--- config.mk ---
export PLATFORM = sky130hd
export DESIGN_NAME = inl_top
export DESIGN_NICKNAME = d
export VERILOG_FILES = /design/src/design/inl_pkg.sv /design/src/design/inl_nibble_store.sv /design/src/design/inl_seg_scan.sv /design/src/design/inl_top.sv
export SDC_FILE = /design/constraint.sdc
export NUM_CORES = 1
export LEC_CHECK = 0
export BUFFER_PORTS_ARGS = -buffer_cell sky130_fd_sc_hd__buf_2
export CAP_MARGIN = 20
export CORE_ASPECT_RATIO = 1.4
export CORE_MARGIN = 8
export CORE_UTILIZATION = 45
export DETAILED_ROUTE_END_ITERATION = 12
export HOLD_SLACK_MARGIN = 0.15
export PLACE_DENSITY = 0.62
export SYNTH_ARGS = -nofsm -noshare
export SYNTH_HDL_FRONTEND = slang
export SYNTH_HIERARCHICAL = 1
export SYNTH_SLANG_ARGS = --single-unit
--- constraint.sdc ---
create_clock -name clk_sys -period 4.3 [get_ports clk_sys]
set_clock_uncertainty 0.15 [all_clocks]
set_input_delay 0.43 -clock clk_sys [delete_from_list [all_inputs] [get_ports clk_sys]]
set_output_delay 0.43 -clock clk_sys [all_outputs]
set_load 0.01 [all_outputs]
--- src/design/inl_pkg.sv ---
// constants, types and register map shared by the nibble store and display driver
package inl_pkg;
	localparam int          ADDR_W            = 10;
	localparam int          NIB_W             = 4;
	// register indices; byte address is four times the index
	localparam logic [6:0]  IDX_DIRECT_LAST   = 7'h3f;
	localparam logic [6:0]  IDX_INDEXED_BASE0 = 7'h40;
	localparam logic [6:0]  IDX_INDEXED_BASE3 = 7'h43;
	localparam logic [6:0]  IDX_SEG_BASE1     = 7'h44;
	localparam logic [6:0]  IDX_SEG_BASE3     = 7'h46;
	localparam logic [6:0]  IDX_OFFSET_PTR    = 7'h70;
	localparam logic [6:0]  IDX_STROBE_PUMP   = 7'h71;
	localparam logic [6:0]  IDX_POWER_CTRL    = 7'h72;
	localparam logic [6:0]  IDX_STATUS        = 7'h73;
	// field positions
	localparam int          STROBE_SEL_HI     = 3;
	localparam int          STROBE_SEL_LO     = 2;
	localparam int          PUMP_SEL_HI       = 1;
	localparam int          PUMP_SEL_LO       = 0;
	localparam int          BLANK_BIT         = 3;
	localparam int          OFF_BIT           = 2;
	localparam int          FOUR_PHASE_BIT    = 1;
	localparam int          EXT_BIAS_BIT      = 0;
	// values after reset
	localparam logic [1:0]  STROBE_SEL_RST    = 2'h0;
	localparam logic [1:0]  PUMP_SEL_RST      = 2'h0;
	localparam logic [2:0]  POWER_CTRL_RST    = 3'h7;
	localparam logic        EXT_BIAS_RST      = 1'h0;
	localparam logic [3:0]  OFFSET_PTR_RST    = 4'h0;
	// segment latch locations that hold a latch
	localparam logic [5:0]  SEG_LOC_FIRST     = 6'h01;
	localparam logic [5:0]  SEG_LOC_LAST      = 6'h20;
	// timing
	localparam int          SYS_CLK_HZ        = 25_000_000;
	localparam int          PRESC_TICK_HZ     = 1024;
	localparam int          PRESC_TICK_CYC    = SYS_CLK_HZ / PRESC_TICK_HZ;
	localparam int          LCD_CLK_HZ        = 256;
	localparam logic [1:0]  LCD_TICK_PHASE    = 2'(PRESC_TICK_HZ / LCD_CLK_HZ - 1);
	// bus answers
	localparam logic [1:0]  RESP_OKAY         = 2'h0;
	localparam logic [1:0]  RESP_SLVERR       = 2'h2;

	typedef enum logic [1:0] {
		STB_RESET    = 2'b00,
		STB_RESET_PB = 2'b01,
		STB_PORT_B   = 2'b10,
		STB_SLEEP    = 2'b11
	} inl_strobe_src_t;

	typedef struct packed {
		logic blank;
		logic off;
		logic four_phase;
		logic ext_bias;
	} inl_lcd_ctrl_t;

	typedef struct packed {
		inl_strobe_src_t strobe_sel;
		logic [1:0]      pump_sel;
	} inl_strobe_pump_t;
endpackage

--- src/design/inl_nibble_store.sv ---
// nibble-wide storage array with one write port and one read port
module inl_nibble_store #(
	parameter int DEPTH = 64,
	parameter int AW    = 6,
	parameter int DW    = 4
) (
	input  wire logic          clk_sys,
	input  wire logic          wr_en,
	input  wire logic [AW-1:0] wr_addr,
	input  wire logic [DW-1:0] wr_data,
	input  wire logic [AW-1:0] rd_addr,
	output      logic [DW-1:0] rd_data
);
	// contents are undefined after reset, as software expects
	logic [DW-1:0] mem_r [DEPTH];

	always_ff @(posedge clk_sys) begin
		if (wr_en) begin
			mem_r[wr_addr] <= wr_data;
		end
	end

	assign rd_data = mem_r[rd_addr];
endmodule

--- src/design/inl_seg_scan.sv ---
// segment latches and the phase scan that drives segments and backplanes
module inl_seg_scan #(
	parameter int NSEG = 32,
	parameter int NPH  = 4
) (
	input  wire logic                  clk_sys,
	input  wire logic                  nrst,
	input  wire logic                  lcd_tick,
	input  wire inl_pkg::inl_lcd_ctrl_t ctrl,
	input  wire logic                  wr_en,
	input  wire logic [5:0]            wr_loc,
	input  wire logic [3:0]            wr_data,
	input  wire logic [5:0]            rd_loc,
	output      logic [3:0]            rd_data,
	output      logic [NSEG-1:0]       seg_r,
	output      logic [NPH-1:0]        bp_r,
	output      logic                  pol_r,
	output      logic [1:0]            phase_r
);
	logic [3:0] latch_r [NSEG];
	logic       wr_hit;
	logic       rd_hit;
	logic [5:0] wr_slot;
	logic [5:0] rd_slot;
	logic [1:0] last_phase;
	logic       seg_dark;

	// location n holds the latch of segment n; location 0 and 33..47 stay empty
	assign wr_hit     = (wr_loc >= inl_pkg::SEG_LOC_FIRST) && (wr_loc <= inl_pkg::SEG_LOC_LAST);
	assign rd_hit     = (rd_loc >= inl_pkg::SEG_LOC_FIRST) && (rd_loc <= inl_pkg::SEG_LOC_LAST);
	assign wr_slot    = wr_loc - inl_pkg::SEG_LOC_FIRST;
	assign rd_slot    = rd_loc - inl_pkg::SEG_LOC_FIRST;
	assign rd_data    = rd_hit ? latch_r[rd_slot[4:0]] : 4'h0;
	assign last_phase = ctrl.four_phase ? 2'h3 : 2'h2;
	assign seg_dark   = ctrl.blank | ctrl.off;

	// latches have no reset: blank is set after reset, so nothing stale shows
	always_ff @(posedge clk_sys) begin
		if (wr_en && wr_hit) begin
			latch_r[wr_slot[4:0]] <= wr_data;
		end
	end

	// each phase lasts two display clocks, one per drive polarity
	always_ff @(posedge clk_sys or negedge nrst) begin
		if (!nrst) begin
			pol_r   <= 1'b0;
			phase_r <= 2'h0;
		end else if (lcd_tick) begin
			pol_r <= ~pol_r;
			if (pol_r) begin
				phase_r <= (phase_r >= last_phase) ? 2'h0 : phase_r + 2'h1;
			end
		end
	end

	genvar k;
	generate
		for (k = 0; k < NSEG; k++) begin : g_seg
			always_ff @(posedge clk_sys or negedge nrst) begin
				if (!nrst) begin
					seg_r[k] <= 1'b0;
				end else begin
					seg_r[k] <= ~seg_dark & latch_r[k][phase_r];
				end
			end
		end
		for (k = 0; k < NPH; k++) begin : g_bp
			always_ff @(posedge clk_sys or negedge nrst) begin
				if (!nrst) begin
					bp_r[k] <= 1'b0;
				end else begin
					bp_r[k] <= ~ctrl.off & (phase_r == 2'(k)) & (2'(k) <= last_phase);
				end
			end
		end
	endgenerate
endmodule

--- src/design/inl_top.sv ---
// indexed nibble memory and segment display control behind an AXI4-Lite slave
// Overview of operation
// - direct 64-nibble store at addresses 0..63
// - indexed 64-nibble store via bases 64..67
// - 32 segment outputs, 4 backplanes
// - 256 Hz clock, frame /8 or /6
// - external bias disables regulator, bias high-Z
// - external bias cleared by power-on only
// - multiplex select; three-phase keeps backplane four off
// - display off stops supply, grounds bias, keeps latches
// - blank forces segments off, supply stays on
// - pump clock select cleared by every reset
// - strobe select bits 3:2, pump bits 1:0
// - segment latches indexed from three bases, read/write
// - third base: only index 0 usable
// - 48 locations, exactly 32 nibble latches
// - pump select picks prescaler tap 512..64 Hz
// - strobe select picks reset, port-B write, sleep
// - segment shows latch bit n during phase n
// - power control bit layout and reset values
module inl_top #(
	parameter int PRESC_TICK_CYC = inl_pkg::PRESC_TICK_CYC,
	parameter int NSEG           = 32,
	parameter int NPH            = 4
) (
	input  wire logic                       clk_sys,
	input  wire logic                       nrst,
	input  wire logic                       por_n,
	input  wire logic [inl_pkg::ADDR_W-1:0] s_axi_awaddr,
	input  wire logic                       s_axi_awvalid,
	output      logic                       s_axi_awready,
	input  wire logic [31:0]                s_axi_wdata,
	input  wire logic [3:0]                 s_axi_wstrb,
	input  wire logic                       s_axi_wvalid,
	output      logic                       s_axi_wready,
	output      logic [1:0]                 s_axi_bresp,
	output      logic                       s_axi_bvalid,
	input  wire logic                       s_axi_bready,
	input  wire logic [inl_pkg::ADDR_W-1:0] s_axi_araddr,
	input  wire logic                       s_axi_arvalid,
	output      logic                       s_axi_arready,
	output      logic [31:0]                s_axi_rdata,
	output      logic [1:0]                 s_axi_rresp,
	output      logic                       s_axi_rvalid,
	input  wire logic                       s_axi_rready,
	input  wire logic                       cpu_reset_active,
	input  wire logic                       port_b_write_pulse,
	input  wire logic                       sleep_active,
	output      logic                       strobe_out,
	output      logic [NSEG-1:0]            pixel_line_output,
	output      logic [NPH-1:0]             backplane_out,
	output      logic                       frame_polarity,
	output      logic                       pump_clk,
	output      logic                       regulator_en,
	output      logic [2:0]                 bias_out,
	output      logic [2:0]                 bias_oe
);
	// bus state
	logic                       awready_r;
	logic                       wready_r;
	logic                       aw_held_r;
	logic                       w_held_r;
	logic [inl_pkg::ADDR_W-1:0] awaddr_r;
	logic [3:0]                 wnib_r;
	logic                       wlane_r;
	logic                       bvalid_r;
	logic [1:0]                 bresp_r;
	logic                       arready_r;
	logic                       rd_pend_r;
	logic [inl_pkg::ADDR_W-1:0] araddr_r;
	logic                       rvalid_r;
	logic [31:0]                rdata_r;
	logic [1:0]                 rresp_r;
	// control registers
	logic [3:0]                 offset_pointer_r;
	inl_pkg::inl_strobe_src_t   strobe_sel_r;
	logic [1:0]                 pump_sel_r;
	logic                       blank_r;
	logic                       off_r;
	logic                       four_phase_r;
	logic                       ext_bias_r;
	inl_pkg::inl_lcd_ctrl_t     lcd_ctrl;
	inl_pkg::inl_strobe_pump_t  strobe_pump;
	// clocks and outputs
	logic [15:0]                presc_cnt_r;
	logic [3:0]                 ck_div_r;
	logic                       presc_tick;
	logic                       lcd_tick;
	logic                       pump_tap;
	logic                       strobe_nxt;
	logic                       strobe_r;
	logic                       pump_clk_r;
	logic                       regulator_en_r;
	logic [2:0]                 bias_out_r;
	logic [2:0]                 bias_oe_r;
	logic [1:0]                 phase;
	// write decode
	logic [6:0]                 w_idx;
	logic                       w_do;
	logic                       w_in_range;
	logic                       w_direct;
	logic                       w_indexed;
	logic                       w_seg;
	logic                       w_ptr;
	logic                       w_sp;
	logic                       w_pc;
	logic                       w_mapped;
	// read decode
	logic [6:0]                 r_idx;
	logic                       r_in_range;
	logic                       r_direct;
	logic                       r_indexed;
	logic                       r_seg;
	logic                       r_mapped;
	logic [3:0]                 direct_rd;
	logic [3:0]                 indexed_rd;
	logic [3:0]                 seg_rd;
	logic [3:0]                 r_nib;
	logic [5:0]                 w_seg_loc;
	logic [5:0]                 r_seg_loc;
	logic [5:0]                 w_ind_addr;
	logic [5:0]                 r_ind_addr;
	logic                       aw_take;
	logic                       w_take;
	logic                       ar_take;
	logic                       b_done;
	logic                       r_done;

	assign aw_take = s_axi_awvalid & awready_r;
	assign w_take  = s_axi_wvalid & wready_r;
	assign ar_take = s_axi_arvalid & arready_r;
	assign b_done  = bvalid_r & s_axi_bready;
	assign r_done  = rvalid_r & s_axi_rready;
	assign w_do    = aw_held_r & w_held_r & ~bvalid_r;

	// write address decode; anything above the map answers with an error
	assign w_idx      = awaddr_r[8:2];
	assign w_in_range = ~awaddr_r[inl_pkg::ADDR_W-1];
	assign w_direct   = w_in_range & (w_idx <= inl_pkg::IDX_DIRECT_LAST);
	assign w_indexed  = w_in_range & (w_idx >= inl_pkg::IDX_INDEXED_BASE0) & (w_idx <= inl_pkg::IDX_INDEXED_BASE3);
	assign w_seg      = w_in_range & (w_idx >= inl_pkg::IDX_SEG_BASE1) & (w_idx <= inl_pkg::IDX_SEG_BASE3);
	assign w_ptr      = w_in_range & (w_idx == inl_pkg::IDX_OFFSET_PTR);
	assign w_sp       = w_in_range & (w_idx == inl_pkg::IDX_STROBE_PUMP);
	assign w_pc       = w_in_range & (w_idx == inl_pkg::IDX_POWER_CTRL);
	assign w_mapped   = w_direct | w_indexed | w_seg | w_ptr | w_sp | w_pc | (w_in_range & (w_idx == inl_pkg::IDX_STATUS));
	// base block times sixteen plus the offset pointer
	assign w_ind_addr = {w_idx[1:0], offset_pointer_r};
	assign w_seg_loc  = {w_idx[1:0], offset_pointer_r};

	// read address decode
	assign r_idx      = araddr_r[8:2];
	assign r_in_range = ~araddr_r[inl_pkg::ADDR_W-1];
	assign r_direct   = r_in_range & (r_idx <= inl_pkg::IDX_DIRECT_LAST);
	assign r_indexed  = r_in_range & (r_idx >= inl_pkg::IDX_INDEXED_BASE0) & (r_idx <= inl_pkg::IDX_INDEXED_BASE3);
	assign r_seg      = r_in_range & (r_idx >= inl_pkg::IDX_SEG_BASE1) & (r_idx <= inl_pkg::IDX_SEG_BASE3);
	assign r_mapped   = r_direct | r_indexed | r_seg | (r_in_range & (r_idx >= inl_pkg::IDX_OFFSET_PTR)
		& (r_idx <= inl_pkg::IDX_STATUS));
	assign r_ind_addr = {r_idx[1:0], offset_pointer_r};
	assign r_seg_loc  = {r_idx[1:0], offset_pointer_r};

	assign lcd_ctrl    = '{blank: blank_r, off: off_r, four_phase: four_phase_r, ext_bias: ext_bias_r};
	assign strobe_pump = '{strobe_sel: strobe_sel_r, pump_sel: pump_sel_r};

	assign r_nib = r_direct  ? direct_rd :
		r_indexed ? indexed_rd :
		r_seg     ? seg_rd :
		(r_idx == inl_pkg::IDX_OFFSET_PTR)  ? offset_pointer_r :
		(r_idx == inl_pkg::IDX_STROBE_PUMP) ? strobe_pump :
		(r_idx == inl_pkg::IDX_POWER_CTRL)  ? lcd_ctrl :
		(r_idx == inl_pkg::IDX_STATUS)      ? {phase, frame_polarity, regulator_en_r} : 4'h0;

	inl_nibble_store #(
		.DEPTH (64),
		.AW    (6),
		.DW    (inl_pkg::NIB_W)
	) u_direct (
		.clk_sys (clk_sys),
		.wr_en   (w_do & wlane_r & w_direct),
		.wr_addr (w_idx[5:0]),
		.wr_data (wnib_r),
		.rd_addr (r_idx[5:0]),
		.rd_data (direct_rd)
	);

	inl_nibble_store #(
		.DEPTH (64),
		.AW    (6),
		.DW    (inl_pkg::NIB_W)
	) u_indexed (
		.clk_sys (clk_sys),
		.wr_en   (w_do & wlane_r & w_indexed),
		.wr_addr (w_ind_addr),
		.wr_data (wnib_r),
		.rd_addr (r_ind_addr),
		.rd_data (indexed_rd)
	);

	inl_seg_scan #(
		.NSEG (NSEG),
		.NPH  (NPH)
	) u_scan (
		.clk_sys  (clk_sys),
		.nrst     (nrst),
		.lcd_tick (lcd_tick),
		.ctrl     (lcd_ctrl),
		.wr_en    (w_do & wlane_r & w_seg),
		.wr_loc   (w_seg_loc),
		.wr_data  (wnib_r),
		.rd_loc   (r_seg_loc),
		.rd_data  (seg_rd),
		.seg_r    (pixel_line_output),
		.bp_r     (backplane_out),
		.pol_r    (frame_polarity),
		.phase_r  (phase)
	);

	// write channel: address and data may arrive in either order
	always_ff @(posedge clk_sys or negedge nrst) begin
		if (!nrst) begin
			awready_r <= 1'b1;
			wready_r  <= 1'b1;
			aw_held_r <= 1'b0;
			w_held_r  <= 1'b0;
			awaddr_r  <= '0;
			wnib_r    <= 4'h0;
			wlane_r   <= 1'b0;
			bvalid_r  <= 1'b0;
			bresp_r   <= inl_pkg::RESP_OKAY;
		end else begin
			if (aw_take) begin
				awready_r <= 1'b0;
				aw_held_r <= 1'b1;
				awaddr_r  <= s_axi_awaddr;
			end
			if (w_take) begin
				wready_r <= 1'b0;
				w_held_r <= 1'b1;
				wnib_r   <= s_axi_wdata[3:0];
				wlane_r  <= s_axi_wstrb[0];
			end
			if (w_do) begin
				aw_held_r <= 1'b0;
				w_held_r  <= 1'b0;
				bvalid_r  <= 1'b1;
				bresp_r   <= w_mapped ? inl_pkg::RESP_OKAY : inl_pkg::RESP_SLVERR;
			end
			if (b_done) begin
				bvalid_r  <= 1'b0;
				awready_r <= 1'b1;
				wready_r  <= 1'b1;
			end
		end
	end

	// read channel: one cycle to look up, then hold until taken
	always_ff @(posedge clk_sys or negedge nrst) begin
		if (!nrst) begin
			arready_r <= 1'b1;
			rd_pend_r <= 1'b0;
			araddr_r  <= '0;
			rvalid_r  <= 1'b0;
			rdata_r   <= 32'h0000_0000;
			rresp_r   <= inl_pkg::RESP_OKAY;
		end else begin
			if (ar_take) begin
				arready_r <= 1'b0;
				rd_pend_r <= 1'b1;
				araddr_r  <= s_axi_araddr;
			end
			if (rd_pend_r) begin
				rd_pend_r <= 1'b0;
				rvalid_r  <= 1'b1;
				rdata_r   <= {28'h0000000, r_nib};
				rresp_r   <= r_mapped ? inl_pkg::RESP_OKAY : inl_pkg::RESP_SLVERR;
			end
			if (r_done) begin
				rvalid_r  <= 1'b0;
				arready_r <= 1'b1;
			end
		end
	end

	// registers loaded with their reset values by every system reset; blank, off and four-phase come up set
	always_ff @(posedge clk_sys or negedge nrst) begin
		if (!nrst) begin
			offset_pointer_r <= inl_pkg::OFFSET_PTR_RST;
			pump_sel_r       <= inl_pkg::PUMP_SEL_RST;
			{blank_r, off_r, four_phase_r} <= inl_pkg::POWER_CTRL_RST;
		end else if (w_do && wlane_r) begin
			if (w_ptr) begin
				offset_pointer_r <= wnib_r;
			end
			if (w_sp) begin
				pump_sel_r <= wnib_r[inl_pkg::PUMP_SEL_HI:inl_pkg::PUMP_SEL_LO];
			end
			if (w_pc) begin
				blank_r      <= wnib_r[inl_pkg::BLANK_BIT];
				off_r        <= wnib_r[inl_pkg::OFF_BIT];
				four_phase_r <= wnib_r[inl_pkg::FOUR_PHASE_BIT];
			end
		end
	end

	// registers that only power-on clears; a system reset leaves them alone
	always_ff @(posedge clk_sys or negedge por_n) begin
		if (!por_n) begin
			strobe_sel_r <= inl_pkg::STB_RESET;
			ext_bias_r   <= inl_pkg::EXT_BIAS_RST;
		end else if (w_do && wlane_r) begin
			if (w_sp) begin
				strobe_sel_r <= inl_pkg::inl_strobe_src_t'(wnib_r[inl_pkg::STROBE_SEL_HI:inl_pkg::STROBE_SEL_LO]);
			end
			if (w_pc) begin
				ext_bias_r <= wnib_r[inl_pkg::EXT_BIAS_BIT];
			end
		end
	end

	// prescaler: 1024 Hz tick, then binary taps for 512/256/128/64 Hz
	assign presc_tick = (presc_cnt_r == 16'(PRESC_TICK_CYC - 1));
	assign lcd_tick   = presc_tick & (ck_div_r[1:0] == inl_pkg::LCD_TICK_PHASE);

	always_ff @(posedge clk_sys or negedge nrst) begin
		if (!nrst) begin
			presc_cnt_r <= 16'h0000;
			ck_div_r    <= 4'h0;
		end else begin
			presc_cnt_r <= presc_tick ? 16'h0000 : presc_cnt_r + 16'h0001;
			if (presc_tick) begin
				ck_div_r <= ck_div_r + 4'h1;
			end
		end
	end

	assign pump_tap = ck_div_r[pump_sel_r];

	always_comb begin
		unique case (strobe_sel_r)
			inl_pkg::STB_RESET:    strobe_nxt = cpu_reset_active;
			inl_pkg::STB_RESET_PB: strobe_nxt = cpu_reset_active | port_b_write_pulse;
			inl_pkg::STB_PORT_B:   strobe_nxt = port_b_write_pulse;
			inl_pkg::STB_SLEEP:    strobe_nxt = sleep_active;
		endcase
	end

	// external bias wins over display-off: pins float rather than short an outside supply
	always_ff @(posedge clk_sys or negedge nrst) begin
		if (!nrst) begin
			strobe_r       <= 1'b0;
			pump_clk_r     <= 1'b0;
			regulator_en_r <= 1'b0;
			bias_out_r     <= 3'h0;
			bias_oe_r      <= 3'h0;
		end else begin
			strobe_r       <= strobe_nxt;
			pump_clk_r     <= pump_tap & ~off_r & ~ext_bias_r;
			regulator_en_r <= ~off_r & ~ext_bias_r;
			bias_out_r     <= {3{~off_r & ~ext_bias_r}};
			bias_oe_r      <= {3{~ext_bias_r}};
		end
	end

	assign s_axi_awready = awready_r;
	assign s_axi_wready  = wready_r;
	assign s_axi_bvalid  = bvalid_r;
	assign s_axi_bresp   = bresp_r;
	assign s_axi_arready = arready_r;
	assign s_axi_rvalid  = rvalid_r;
	assign s_axi_rdata   = rdata_r;
	assign s_axi_rresp   = rresp_r;
	assign strobe_out    = strobe_r;
	assign pump_clk      = pump_clk_r;
	assign regulator_en  = regulator_en_r;
	assign bias_out      = bias_out_r;
	assign bias_oe       = bias_oe_r;
endmodule

==> results.md, run 1 <==
* Adder and majority cell fraction of the synthesized area at 0.00434
* Number of DRC markers in iteration 0 at approximately 1100
* Maximum buffer depth of the clock tree at 3
* Width of the die at around 240 um
* Switching part of the total power at 0.289
* Setup TNS Final at 0 ns
* Int Power at ~14 mW
* Root Buffer: sky130_fd_sc_hd__clkbuf_16
* Final #Nets at 2019
* Period Utilization, post-route at 0.856
* Critical path start-end classification: register to register
* Number of primary I/O pins at approximately 150
* Pin count of the biggest net entering global routing at roughly 100
* Total gr overflow at 0
* Standby leakage power at ~12 nW
* Syn. warnings at 6
* Mean Syn Cell Area at around 18 um^2
* Number of H-tree levels at 3
* DP Wirelength at around 46 mm
* Worst IR Drop VDD at approximately 0.72 mV
* Netlist area before placement at ~0.032 mm^2
* Number of antenna violations at the first check in global routing at 0
* Arrival time of the worst setup path at roughly 3.8 ns
* Die Ht at around 330 um
* Post-synth EDFFs at 640
* Fraction of layout cells with a size suffix above 1 at 0.237
* Worst-margin pin slew at 1.13 ns
* Relative slew slack at 0.237
* Clock period minus final worst setup slack at ~3.7 ns
* Share of synthesized registers carrying an async set or reset at 0.147
* Setup repair after global routing missed its margin: no
* Post-synthesis to final-layout area growth at 13.1%
* Insertion delay to the later sink of the worst-skew pair at 0.63 ns
* Global-route wire length before repair at between 100 and 150 mm
* Seq cells post-synth at 750
* Routed WL per cell at about 24 um
* Setup Viol. Count Final at 0
* Peak Freq at ~270 MHz
* Gate power share at 0.197
* Worst hold path class: input pin to async pin
* Post-CTS Repair Setup Buffers at 0
* Cells along the critical path: or3b_1 -> or3_1 -> nor3_1 -> buf_4 -> nor2b_1 -> nand3_1 -> nor2_1
* Via count of the first global-routing pass at between 15000 and 20000
* Most frequent standard cell in the layout excluding fill and tap cells: sky130_fd_sc_hd__edfxtp_1
* Port buffer count at slightly below 90
* Standard-cell row count at 115
* Length of the first detailed-routing pass in iterations at 7
* Total global routing track utilization at 0.179
* Total DRC errors in the routed layout at 0
* Clock slew seen by the registers of the worst setup and hold paths at approximately 0.060 ns
* Max-slew violation count at 0
* Fin worst setup slack at around 0.62 ns
* Simple logic cell fraction of the synthesized area at 0.0731
* Slowest stage cell, crit path: sky130_fd_sc_hd__nor2_1
* Part of the Yosys area used for sequential elements at 0.692
* # clock sinks at between 700 and 800
* Final routed wirelength across all metal layers at about 70 mm
* Clock buffer count from CTS at 74
* Detailed-route via count at 16900
* Top_reg_cell synth: sky130_fd_sc_hd__edfxtp_1
* Placeable core region at around 0.070 mm^2
* Compound-cell area share of the yosys netlist at 0.0289
* Mux share of post-synthesis cell area at 0.166
* Unique masters post-synth at between 70 and 80
* CP required at ~4.4 ns
* Starting density of the core at 0.453
* Kind of end point of the critical path: register
* Endpoints failing hold at 0
* Status: completed
* Instance count of the mapped netlist at 1781
* Combinational family with the most area after synthesis: multiplexers
* CP Launch Type: register
* Max FO, Critical Path at 9
* Cell Pwr Density at approximately 550 mW/mm^2
* Max-Cap Viols at 0
* Detailed-route vias per instance at 5.75
* Xor and xnor fraction of the mapped netlist area at 0.00631
* Largest stage delay on the critical path at approximately 0.57 ns
* Area enclosed by the die boundary at 0.0794 mm^2
* Clock network power share at 0.323
* Gpl congestion at between 0.8 and 0.9
* Sequential power share at 0.480
* Diode count at 0
* Clock tree from TritonCTS: yes
* Net switching power of the design at 5.73 mW
* DP Worst Slack at between 0.7 and 0.8 ns
* Highest-count cells in the layout ignoring fill and taps: sky130_fd_sc_hd__edfxtp_1, sky130_fd_sc_hd__nor2_1, sky130_fd_sc_hd__mux4_2, sky130_fd_sc_hd__dfrtp_1, sky130_fd_sc_hd__buf_2
* Count of nets left with antenna violations after detail routing at 0
==> registers in the layout, summed over array words and instances (netlist names), 2 cells and up <==
| name | flops |
|---|---|
| awaddr_r | 8 |
| u_indexed/mem_r | 256 |
| u_scan/latch_r | 128 |
| s_axi_rdata | 4 |
| u_direct/mem_r | 256 |
| araddr_r | 8 |
| presc_cnt_r | 16 |
| strobe_sel_r | 2 |
| wnib_r | 4 |
| u_scan/bp_r | 4 |
| u_scan/seg_r | 32 |
| ck_div_r | 4 |
| offset_pointer_r | 4 |
| u_scan/phase_r | 2 |
| pump_sel_r | 2 |
==> critical path: cells and delay by family (launching register included) <==
kind | cells | cell delay (ns)
buffers and inverters | 1 | 0.24
DFF | 1 | 0.50
and+or+nand+nor | 6 | 2.44
==> layout make-up <==
type	count	area, um^2
Clock buffer	85	1950
Inverter	28	105
Sequential cell	750	22000
Multi-Input combinational cell	916	8950
Fill cell	5663	34200
Timing Repair Buffer	171	1250
Clock inverter	49	459
Tap cell	936	1170
==> cell usage after synthesis (5+ instances only) <==
cell	number	area (um^2)
sky130_fd_sc_hd__clkbuf_1	32	120
sky130_fd_sc_hd__mux2i_1	19	190
sky130_fd_sc_hd__nor4_1	9	56.3
sky130_fd_sc_hd__mux2_2	31	349
sky130_fd_sc_hd__buf_2	16	80.1
sky130_fd_sc_hd__mux4_1	42	1100
sky130_fd_sc_hd__a211oi_1	8	60.1
sky130_fd_sc_hd__o22ai_1	11	68.8
sky130_fd_sc_hd__and2_1	7	43.8
sky130_fd_sc_hd__nand4_1	10	62.6
sky130_fd_sc_hd__inv_1	26	97.6
sky130_fd_sc_hd__a21oi_1	12	60.1
sky130_fd_sc_hd__nand2b_1	16	100
sky130_fd_sc_hd__edfxtp_1	640	19200
sky130_fd_sc_hd__xor2_1	8	70.1
sky130_fd_sc_hd__nand2_1	53	199
sky130_fd_sc_hd__xnor2_1	13	114
sky130_fd_sc_hd__o221ai_1	13	114
sky130_fd_sc_hd__buf_6	15	169
sky130_fd_sc_hd__nor3_1	14	70.1
sky130_fd_sc_hd__dfstp_2	6	158
sky130_fd_sc_hd__mux4_2	158	3560
sky130_fd_sc_hd__o21ai_0	21	105
sky130_fd_sc_hd__nand4b_1	5	43.8
sky130_fd_sc_hd__ha_1	11	138
sky130_fd_sc_hd__nor2b_1	52	325
sky130_fd_sc_hd__a22o_1	8	70.1
sky130_fd_sc_hd__buf_4	41	308
sky130_fd_sc_hd__a22oi_1	17	128
sky130_fd_sc_hd__nor3b_1	5	37.5
sky130_fd_sc_hd__nand3b_1	13	97.6
sky130_fd_sc_hd__o32ai_1	5	43.8
sky130_fd_sc_hd__or3_1	6	37.5
sky130_fd_sc_hd__a21o_1	5	37.5
sky130_fd_sc_hd__nor2_1	213	800
sky130_fd_sc_hd__dfrtp_1	104	2600
sky130_fd_sc_hd__nand3_1	40	200
sky130_fd_sc_hd__a221oi_1	7	61.3
==> layer usage <==
metal	global-route usage	share of wire	vias up
li1	-	-	7359
met1	0.224	0.39	8770
met2	0.310	0.52	616
met3	0.0260	0.061	127
met4	0.0722	0.033	0
met5	0	0	-
==> power by group through the flow <==
stage / clock, mW / sequential, mW / combinational [mW]
floorplan: 0 / 9.92 / 2.23
global placement: 0 / 9.92 / 3.51
detailed placement: 0 / 9.96 / 3.59
CTS: 6.55 / 9.81 / 3.64
global route: 6.83 / 9.59 / 4.21
finish: 6.41 / 9.53 / 3.91
==> final timing paths <==
kind                                  start                endpoint  slack, ns  cells past startpoint
worst max register to register  awaddr_r[5]  u_indexed/mem_r[62][3]       0.62                      7
worst min-delay path                   nrst        u_scan/seg_r[28]       0.25                      2
worst max-delay path            awaddr_r[5]  u_indexed/mem_r[62][3]       0.62                      7
max in group asynchronous              nrst       u_scan/phase_r[0]       2.82                      3
min in group clk_sys            ck_div_r[3]             ck_div_r[3]       0.32                      1
worst min register to register  ck_div_r[3]             ck_div_r[3]       0.32                      1
==> stage by stage <==
stage	cells	util	instance area (um^2)	power, mW	hold slack (ns)
floorplan	1810	-	31800	12.1	-0.0156
global placement	2765	0.472	33100	13.4	0.0911
detailed placement	2765	0.472	33100	13.6	0.0922
CTS	2933	0.511	35800	20.0	0.248
global route	2935	0.512	35900	20.6	0.325
finish	2935	0.512	35900	19.8	0.246
==> cell families after synthesis <==
| group | count (synthesis) |
|---|---|
| flops | 750 |
| simple gates | 471 |
| mux | 254 |
| buf+inv | 144 |
| compound gates | 128 |
| xor+xnor | 22 |
| fa+ha+maj | 11 |
| other cells | 1 |
==> what timing repair did <==
action,in CTS,in global routing
hold buffers,34,0
endpoints found under the hold margin,81,0
resized for setup,0,0
No activity file was read; power rests on OpenSTA's default activity.
==> inputs of run 2 (changes only) <==
--- a/config.mk
+++ b/config.mk
@@ -13,6 +13,7 @@
 export DETAILED_ROUTE_END_ITERATION = 12
 export HOLD_SLACK_MARGIN = 0.15
 export PLACE_DENSITY = 0.62
+export REMOVE_ABC_BUFFERS = 1
 export SYNTH_ARGS = -nofsm -noshare
 export SYNTH_HDL_FRONTEND = slang
 export SYNTH_HIERARCHICAL = 1
==> run 2 against run 1 <==
Effect of this change: total power is 0.40% lower; critical endpoint is now u_indexed/mem_r[46][3]; register-to-register slack better by 0.13 ns; largest cell class unchanged; critical path depth stayed put; routed wire length is 2.0% higher; via count is 0.11% lower; non-clock buffer count is 10 higher; sequential share of layout area hardly changed; largest power group unchanged; clock-buffer cell count is 6 higher; fmax is 3.6% higher.
==> results.md, run 2 (synthesis results as in run 1) <==
* DP Worst Slack at 0.836 ns (+0.116 ns)
* Total DRC errors in the routed layout at 0 (unchanged)
* Total Power Consumption at 19.8 mW (-0.40%)
* Final design area excluding fillers at 0.0359 mm^2 (about the same)
* Count of nets left with antenna violations after detail routing at 0 (unchanged)
* Detailed-route vias per instance at 5.72 (-0.51%)
* Area after DPL at 0.0332 mm^2 (+0.33%)
* Gpl congestion at 0.850 (+4.9%)
* Number of primary I/O pins at 154 (unchanged)
* Max-slew violation count at 0 (unchanged)
* Clock period minus final worst setup slack at 3.55 ns (-0.129 ns)
* DP Wirelength at 47.0 mm (+2.1%)
* Final routed wirelength across all metal layers at 72.5 mm (+2.0%)
* CP Launch Type: register
* Via count of the first global-routing pass at 17500 (-0.39%)
* Endpoints failing hold at 0 (unchanged)
* Width of the die at 240 um (unchanged)
* Max-Cap Viols at 0 (unchanged)
* Setup TNS Final at 0 ns (unchanged)
* Length of the first detailed-routing pass in iterations at 5 (-2)
* Diode count at 0 (unchanged)
* Highest-count cells in the layout ignoring fill and taps: sky130_fd_sc_hd__edfxtp_1, sky130_fd_sc_hd__nor2_1, sky130_fd_sc_hd__mux4_2, sky130_fd_sc_hd__dfrtp_1, sky130_fd_sc_hd__buf_2
* Relative slew slack at 0.235 (-0.00153)
* Top routing layer used: met4
* CP required at 4.41 ns (about the same)
* Pin count of the biggest net entering global routing at 100 (-3.8%)
* Worst IR Drop VDD at 0.300 mV (-59%)
* Clock slew seen by the registers of the worst setup and hold paths at 0.07 ns (about the same)
* Cell Pwr Density at 550 mW/mm^2 (-0.47%)
* Arrival time of the worst setup path at 3.66 ns (-0.13 ns)
* Insertion delay to the later sink of the worst-skew pair at 0.63 ns (about the same)
* Standby leakage power at 11.9 nW (+0.34%)
* Number of DRC markers in iteration 0 at 1414 (+26%)
* Routed length on met2 at 37.9 mm (+3.5%)
* Fin worst setup slack at 0.748 ns (+0.129 ns)
* Kind of end point of the critical path: register
* Max FO, Critical Path at 9 (unchanged)
* Number of H-tree levels at 3 (unchanged)
* FILL cells at 5632 (-0.55%)
* Root Buffer: sky130_fd_sc_hd__clkbuf_16
* Routed WL per cell at 24.6 um (+1.6%)
* Setup Viol. Count Final at 0 (unchanged)
* Peak Freq at 281 MHz (+3.6%)
* Port buffer count at 88 (unchanged)
* Metal3 WL at 3.71 mm (-14%)
* Critical path start-end classification: register to register
* Worst hold path class: input pin to register
* Metal-1 WL at 29.0 mm (+4.6%)
* Setup repair after global routing missed its margin: no
* Clock buffer count from CTS at 73 (-1.4%)
* Detailed-route via count at 16900 (-0.11%)
* Placeable core region at 0.0701 mm^2 (unchanged)
* Total global routing track utilization at 0.183 (+0.00375)
* Period Utilization, post-route at 0.826 (-0.0301)
* Number of antenna violations at the first check in global routing at 0 (unchanged)
* Maximum buffer depth of the clock tree at 3 (unchanged)
* Die Ht at 330 um (unchanged)
* Final #Nets at 2028 (+0.45%)
* # clock sinks at 750 (unchanged)
* Worst-margin pin slew at 1.13 ns (+0.00226 ns)
* Total gr overflow at 0 (unchanged)
* Layout Utilization at 0.513 (about the same)
* Global-route wire length before repair at 110 mm (+1.9%)
* Post-synthesis to final-layout area growth at 13.2% (about the same)
* Starting density of the core at 0.453 (unchanged)
* Resized cells post-CTS at 0 (unchanged)
* Area enclosed by the die boundary at 0.0794 mm^2 (unchanged)
* Fraction of layout cells with a size suffix above 1 at 0.243 (+0.00555)
* Standard-cell row count at 115 (unchanged)
* Most frequent standard cell in the layout excluding fill and tap cells: sky130_fd_sc_hd__edfxtp_1
* Clock tree from TritonCTS: yes
* Status: completed
-- run 2: metrics by stage --
| stage | hold slack, ns | instances |
|---|---|---|
| after floorplan | -0.0156 | 1694 |
| after global placement | 0.114 | 2778 |
| after detailed placement | 0.116 | 2778 |
| after CTS | 0.186 | 2946 |
| after global routing | 0.194 | 2947 |
| final | 0.197 | 2947 |
-- run 2: what timing repair did --
action                    4_1_cts  5_1_grt
hold buffers                   32        0
setup buffers                   0        0
hold endpoints to repair       77        0
-- run 2: report_power, final --
group	leakage, nW	internal, mW	switching, mW
Combinational	3.65	1.41	2.24
Clock	1.16	3.57	2.74
Sequential	7.10	9.01	0.792
Total	11.9	14.0	5.77
-- run 2: cell type report --
class | instances | area [um^2] | area share
clock buffers | 91 | 2000 | 0.0556
clock inverters | 45 | 367 | 0.0102
inverters | 28 | 105 | 0.00293
multi-input cells | 916 | 8950 | 0.249
flip-flops and latches | 750 | 22000 | 0.613
well taps | 936 | 1170 | 0.0326
repair buffers | 181 | 1320 | 0.0367
-- run 2: metal layers --
layer  track usage  vias to the layer above
li1              -                     7388
met1         0.230                     8830
met2         0.322                      535
met4        0.0619                        0
met5             0                        -
met3        0.0255                      101
-- run 2: worst max-delay path: stages, from the launching register on --
cell,delay [ns]
sky130_fd_sc_hd__dfrtp_1,0.51
sky130_fd_sc_hd__or3b_1,0.45
sky130_fd_sc_hd__or3_1,0.36
sky130_fd_sc_hd__nor3_1,0.20
sky130_fd_sc_hd__buf_4,0.22
sky130_fd_sc_hd__nor2b_1,0.28
sky130_fd_sc_hd__nand3_1,0.47
sky130_fd_sc_hd__nor2_1,0.54
-- run 2: final timing paths --
path	startpoint	end	slack [ns]	cells after the start
max in group asynchronous	nrst	u_scan/phase_r[0]	2.82	3
max reg2reg	awaddr_r[5]	u_indexed/mem_r[46][3]	0.75	7
min	sleep_active	strobe_out	0.20	4
min reg2reg	ck_div_r[3]	ck_div_r[3]	0.32	1
max	awaddr_r[5]	u_indexed/mem_r[46][3]	0.75	7
min in group asynchronous	nrst	presc_cnt_r[2]	0.27	2
==> inputs of run 3 (changes only) <==
--- a/config.mk
+++ b/config.mk
@@ -12,7 +12,7 @@
 export CORE_UTILIZATION = 45
 export DETAILED_ROUTE_END_ITERATION = 12
 export HOLD_SLACK_MARGIN = 0.15
-export PLACE_DENSITY = 0.62
+export PLACE_DENSITY = 0.64
 export REMOVE_ABC_BUFFERS = 1
 export SYNTH_ARGS = -nofsm -noshare
 export SYNTH_HDL_FRONTEND = slang
==> constraint.sdc (replaced) <==
create_clock -name clk_sys -period 2.9 [get_ports clk_sys]
set_clock_uncertainty 0.15 [all_clocks]
set_input_delay 0.29 -clock clk_sys [delete_from_list [all_inputs] [get_ports clk_sys]]
set_output_delay 0.29 -clock clk_sys [all_outputs]
set_load 0.01 [all_outputs]
==> run 3 against run 2 <==
Effect of this change: critical path type unchanged; clock-buffer cell count up 7; global-route usage up 0.73 points; largest cell class unchanged; clock power up 60%.
==> results.md, run 3 (synthesis results as in run 1) <==
* Status: completed
* Area enclosed by the die boundary at 0.0794 mm^2 (unchanged)
* Placeable core region at 0.0701 mm^2 (unchanged)
* Total DRC errors in the routed layout at 0 (unchanged)
* Int Power at 21.8 mW (+56%)
* Clock buffer count from CTS at 74 (+1.4%)
* Most frequent standard cell in the layout excluding fill and tap cells: sky130_fd_sc_hd__edfxtp_1
* Number of DRC markers in iteration 0 at 1365 (-3.5%)
* Clock slew seen by the registers of the worst setup and hold paths at 0.06 ns (about the same)
* Fraction of layout cells with a size suffix above 1 at 0.332 (+0.0896)
* Setup repair after global routing missed its margin: yes
* CP Launch Type: register
* Clock tree from TritonCTS: yes
* Diode count at 0 (unchanged)
* Number of H-tree levels at 3 (unchanged)
* Switching part of the total power at 0.289 (-0.00276)
* Sequential power share at 0.459 (-0.037)
* Width of the die at 240 um (unchanged)
* Post-synthesis to final-layout area growth at 20.1%
* Standard-cell row count at 115 (unchanged)
* Starting density of the core at 0.453 (unchanged)
* Largest stage delay on the critical path at 0.62 ns (+0.08 ns)
* Standby leakage power at 13.0 nW (+9.4%)
* Setup Viol. Count Final at 0 (unchanged)
* Relative slew slack at 0.482 (+0.247)
* Kind of end point of the critical path: register
* Max-Cap Viols at 0 (unchanged)
* Arrival time of the worst setup path at 3.25 ns (-0.41 ns)
* Setup TNS Final at 0 ns (unchanged)
* Peak Freq at 345 MHz (+23%)
* Insertion delay to the later sink of the worst-skew pair at 0.64 ns (about the same)
* Clock period minus final worst setup slack at 2.90 ns (-0.654 ns)
* Highest-count cells in the layout ignoring fill and taps: sky130_fd_sc_hd__edfxtp_1, sky130_fd_sc_hd__nor2_1, sky130_fd_sc_hd__buf_4, sky130_fd_sc_hd__mux4_2, sky130_fd_sc_hd__dfrtp_1
* Critical path start-end classification: register to register
* Gate power share at 0.212 (+0.027)
* Max FO, Critical Path at 12 (+3)
* Net switching power of the design at 8.85 mW (+54%)
* Routed WL per cell at 24.1 um (-2.2%)
* Total Power Consumption at 30.6 mW (+55%)
* Worst-margin pin slew at 0.777 ns (-0.354 ns)
* Gpl congestion at 0.877 (+3.2%)
* Period Utilization, post-route at 0.999 (+0.173)
* Clock network power share at 0.329 (+0.010)
* Length of the first detailed-routing pass in iterations at 5 (unchanged)
* CP required at 3.25 ns (-1.16 ns)
* Via count of the first global-routing pass at 18500 (+6.1%)
* Detailed-route via count at 17600 (+4.2%)
* Final #Nets at 2198 (+8.4%)
* Count of nets left with antenna violations after detail routing at 0 (unchanged)
* Number of antenna violations at the first check in global routing at 2 (+2)
* Global-route wire length before repair at 114 mm (+4.1%)
* Slowest stage cell, crit path: sky130_fd_sc_hd__mux4_1
* # clock sinks at 750 (unchanged)
* Total gr overflow at 0 (unchanged)
* Die Ht at 330 um (unchanged)
* Port buffer count at 88 (unchanged)
* Max-slew violation count at 0 (unchanged)
* Final routed wirelength across all metal layers at 75.0 mm (+3.5%)
* Detailed-route vias per instance at 5.63 (-1.5%)
* Cells along the critical path: buf_12 -> buf_16 -> mux4_1 -> o22ai_1 -> o21ai_0 -> a22o_1 -> nor4b_1 -> a2111oi_1
* DP Wirelength at 49.8 mm (+6.0%)
* Pin count of the biggest net entering global routing at 68 (-32%)
* Worst IR Drop VDD at 0.443 mV (+48%)
* Worst hold path class: input pin to register
* Number of primary I/O pins at 154 (unchanged)
* Total global routing track utilization at 0.190 (+0.00731)
* Cell Pwr Density at 804 mW/mm^2 (+46%)
* Root Buffer: sky130_fd_sc_hd__clkbuf_16
* Maximum buffer depth of the clock tree at 3 (unchanged)
* Endpoints failing hold at 0 (unchanged)
[run 3: final timing paths]
check,start,endpoint,slack (ns),cells past startpoint
max,offset_pointer_r[0],s_axi_rdata[1],0.002,8
min in group asynchronous,por_n,strobe_sel_r[0],0.45,3
max reg2reg,offset_pointer_r[0],s_axi_rdata[1],0.002,8
min reg2reg,ck_div_r[3],ck_div_r[3],0.33,1
min,s_axi_rready,s_axi_rvalid,0.23,3
max in group asynchronous,nrst,s_axi_wready,1.60,4
[run 3: power groups by stage]
| stage | Clock, mW | Sequential, mW | Combinational [mW] |
|---|---|---|---|
| final | 10.1 | 14.1 | 6.48 |
| after global routing | 10.7 | 14.1 | 6.98 |
| after CTS | 10.3 | 14.1 | 6.42 |
| after detailed placement | 0 | 14.3 | 6.30 |
| after global placement | 0 | 14.2 | 6.14 |
| after floorplan | 0 | 15.2 | 2.62 |
[run 3: metal layers]
metal | up-vias | wire [um] | GRT usage
li1 | 7728 | - | -
met1 | 9118 | 29100 | 0.236
met2 | 583 | 39400 | 0.332
met3 | 134 | 3890 | 0.0256
met4 | 2 | 2660 | 0.0802
met5 | - | 12 | 0
[run 3: worst max-delay path, delay by kind of cell, from the launching register on]
family / cells / cell delay (ns)
and+or+nand+nor: 1 / 0.32
DFF: 1 / 0.53
AOI/OAI and AO/OA: 4 / 0.82
buffers and inverters: 2 / 0.31
muxes: 1 / 0.62
[run 3: repair_timing]
| item | CTS | global route |
|---|---|---|
| endpoints found under the setup margin | 127 | 238 |
| hold buffers | 36 | 0 |
| setup buffers | 1 | 3 |
| pin swaps | 2 | 19 |
| cloned | 2 | 0 |
| gates resized for setup | 20 | 108 |
| endpoints found under the hold margin | 136 | 0 |
[run 3: metrics by stage]
stage | instance area (um^2) | setup WS, ns | utilization | hold WS [ns] | instances
2_1_floorplan | 31000 | -3.92 | - | -0.156 | 1694
3_3_place_gp | 34600 | -0.241 | 0.494 | -0.0614 | 2939
3_5_place_dp | 34600 | -0.270 | 0.494 | -0.0605 | 2939
4_1_cts | 37700 | 0.00863 | 0.538 | 0.189 | 3116
5_1_grt | 38100 | -0.0903 | 0.544 | 0.248 | 3118
6_report | 38100 | 0.00167 | 0.544 | 0.232 | 3118
[run 3: layout make-up]
class | count | area, um^2
Clock buffer | 98 | 2030
Timing Repair Buffer | 350 | 2980
Sequential cell | 750 | 22000
Multi-Input combinational cell | 916 | 9270
Tap cell | 936 | 1170
Inverter | 28 | 108
Clock inverter | 40 | 557
Fill cell | 5475 | 32000
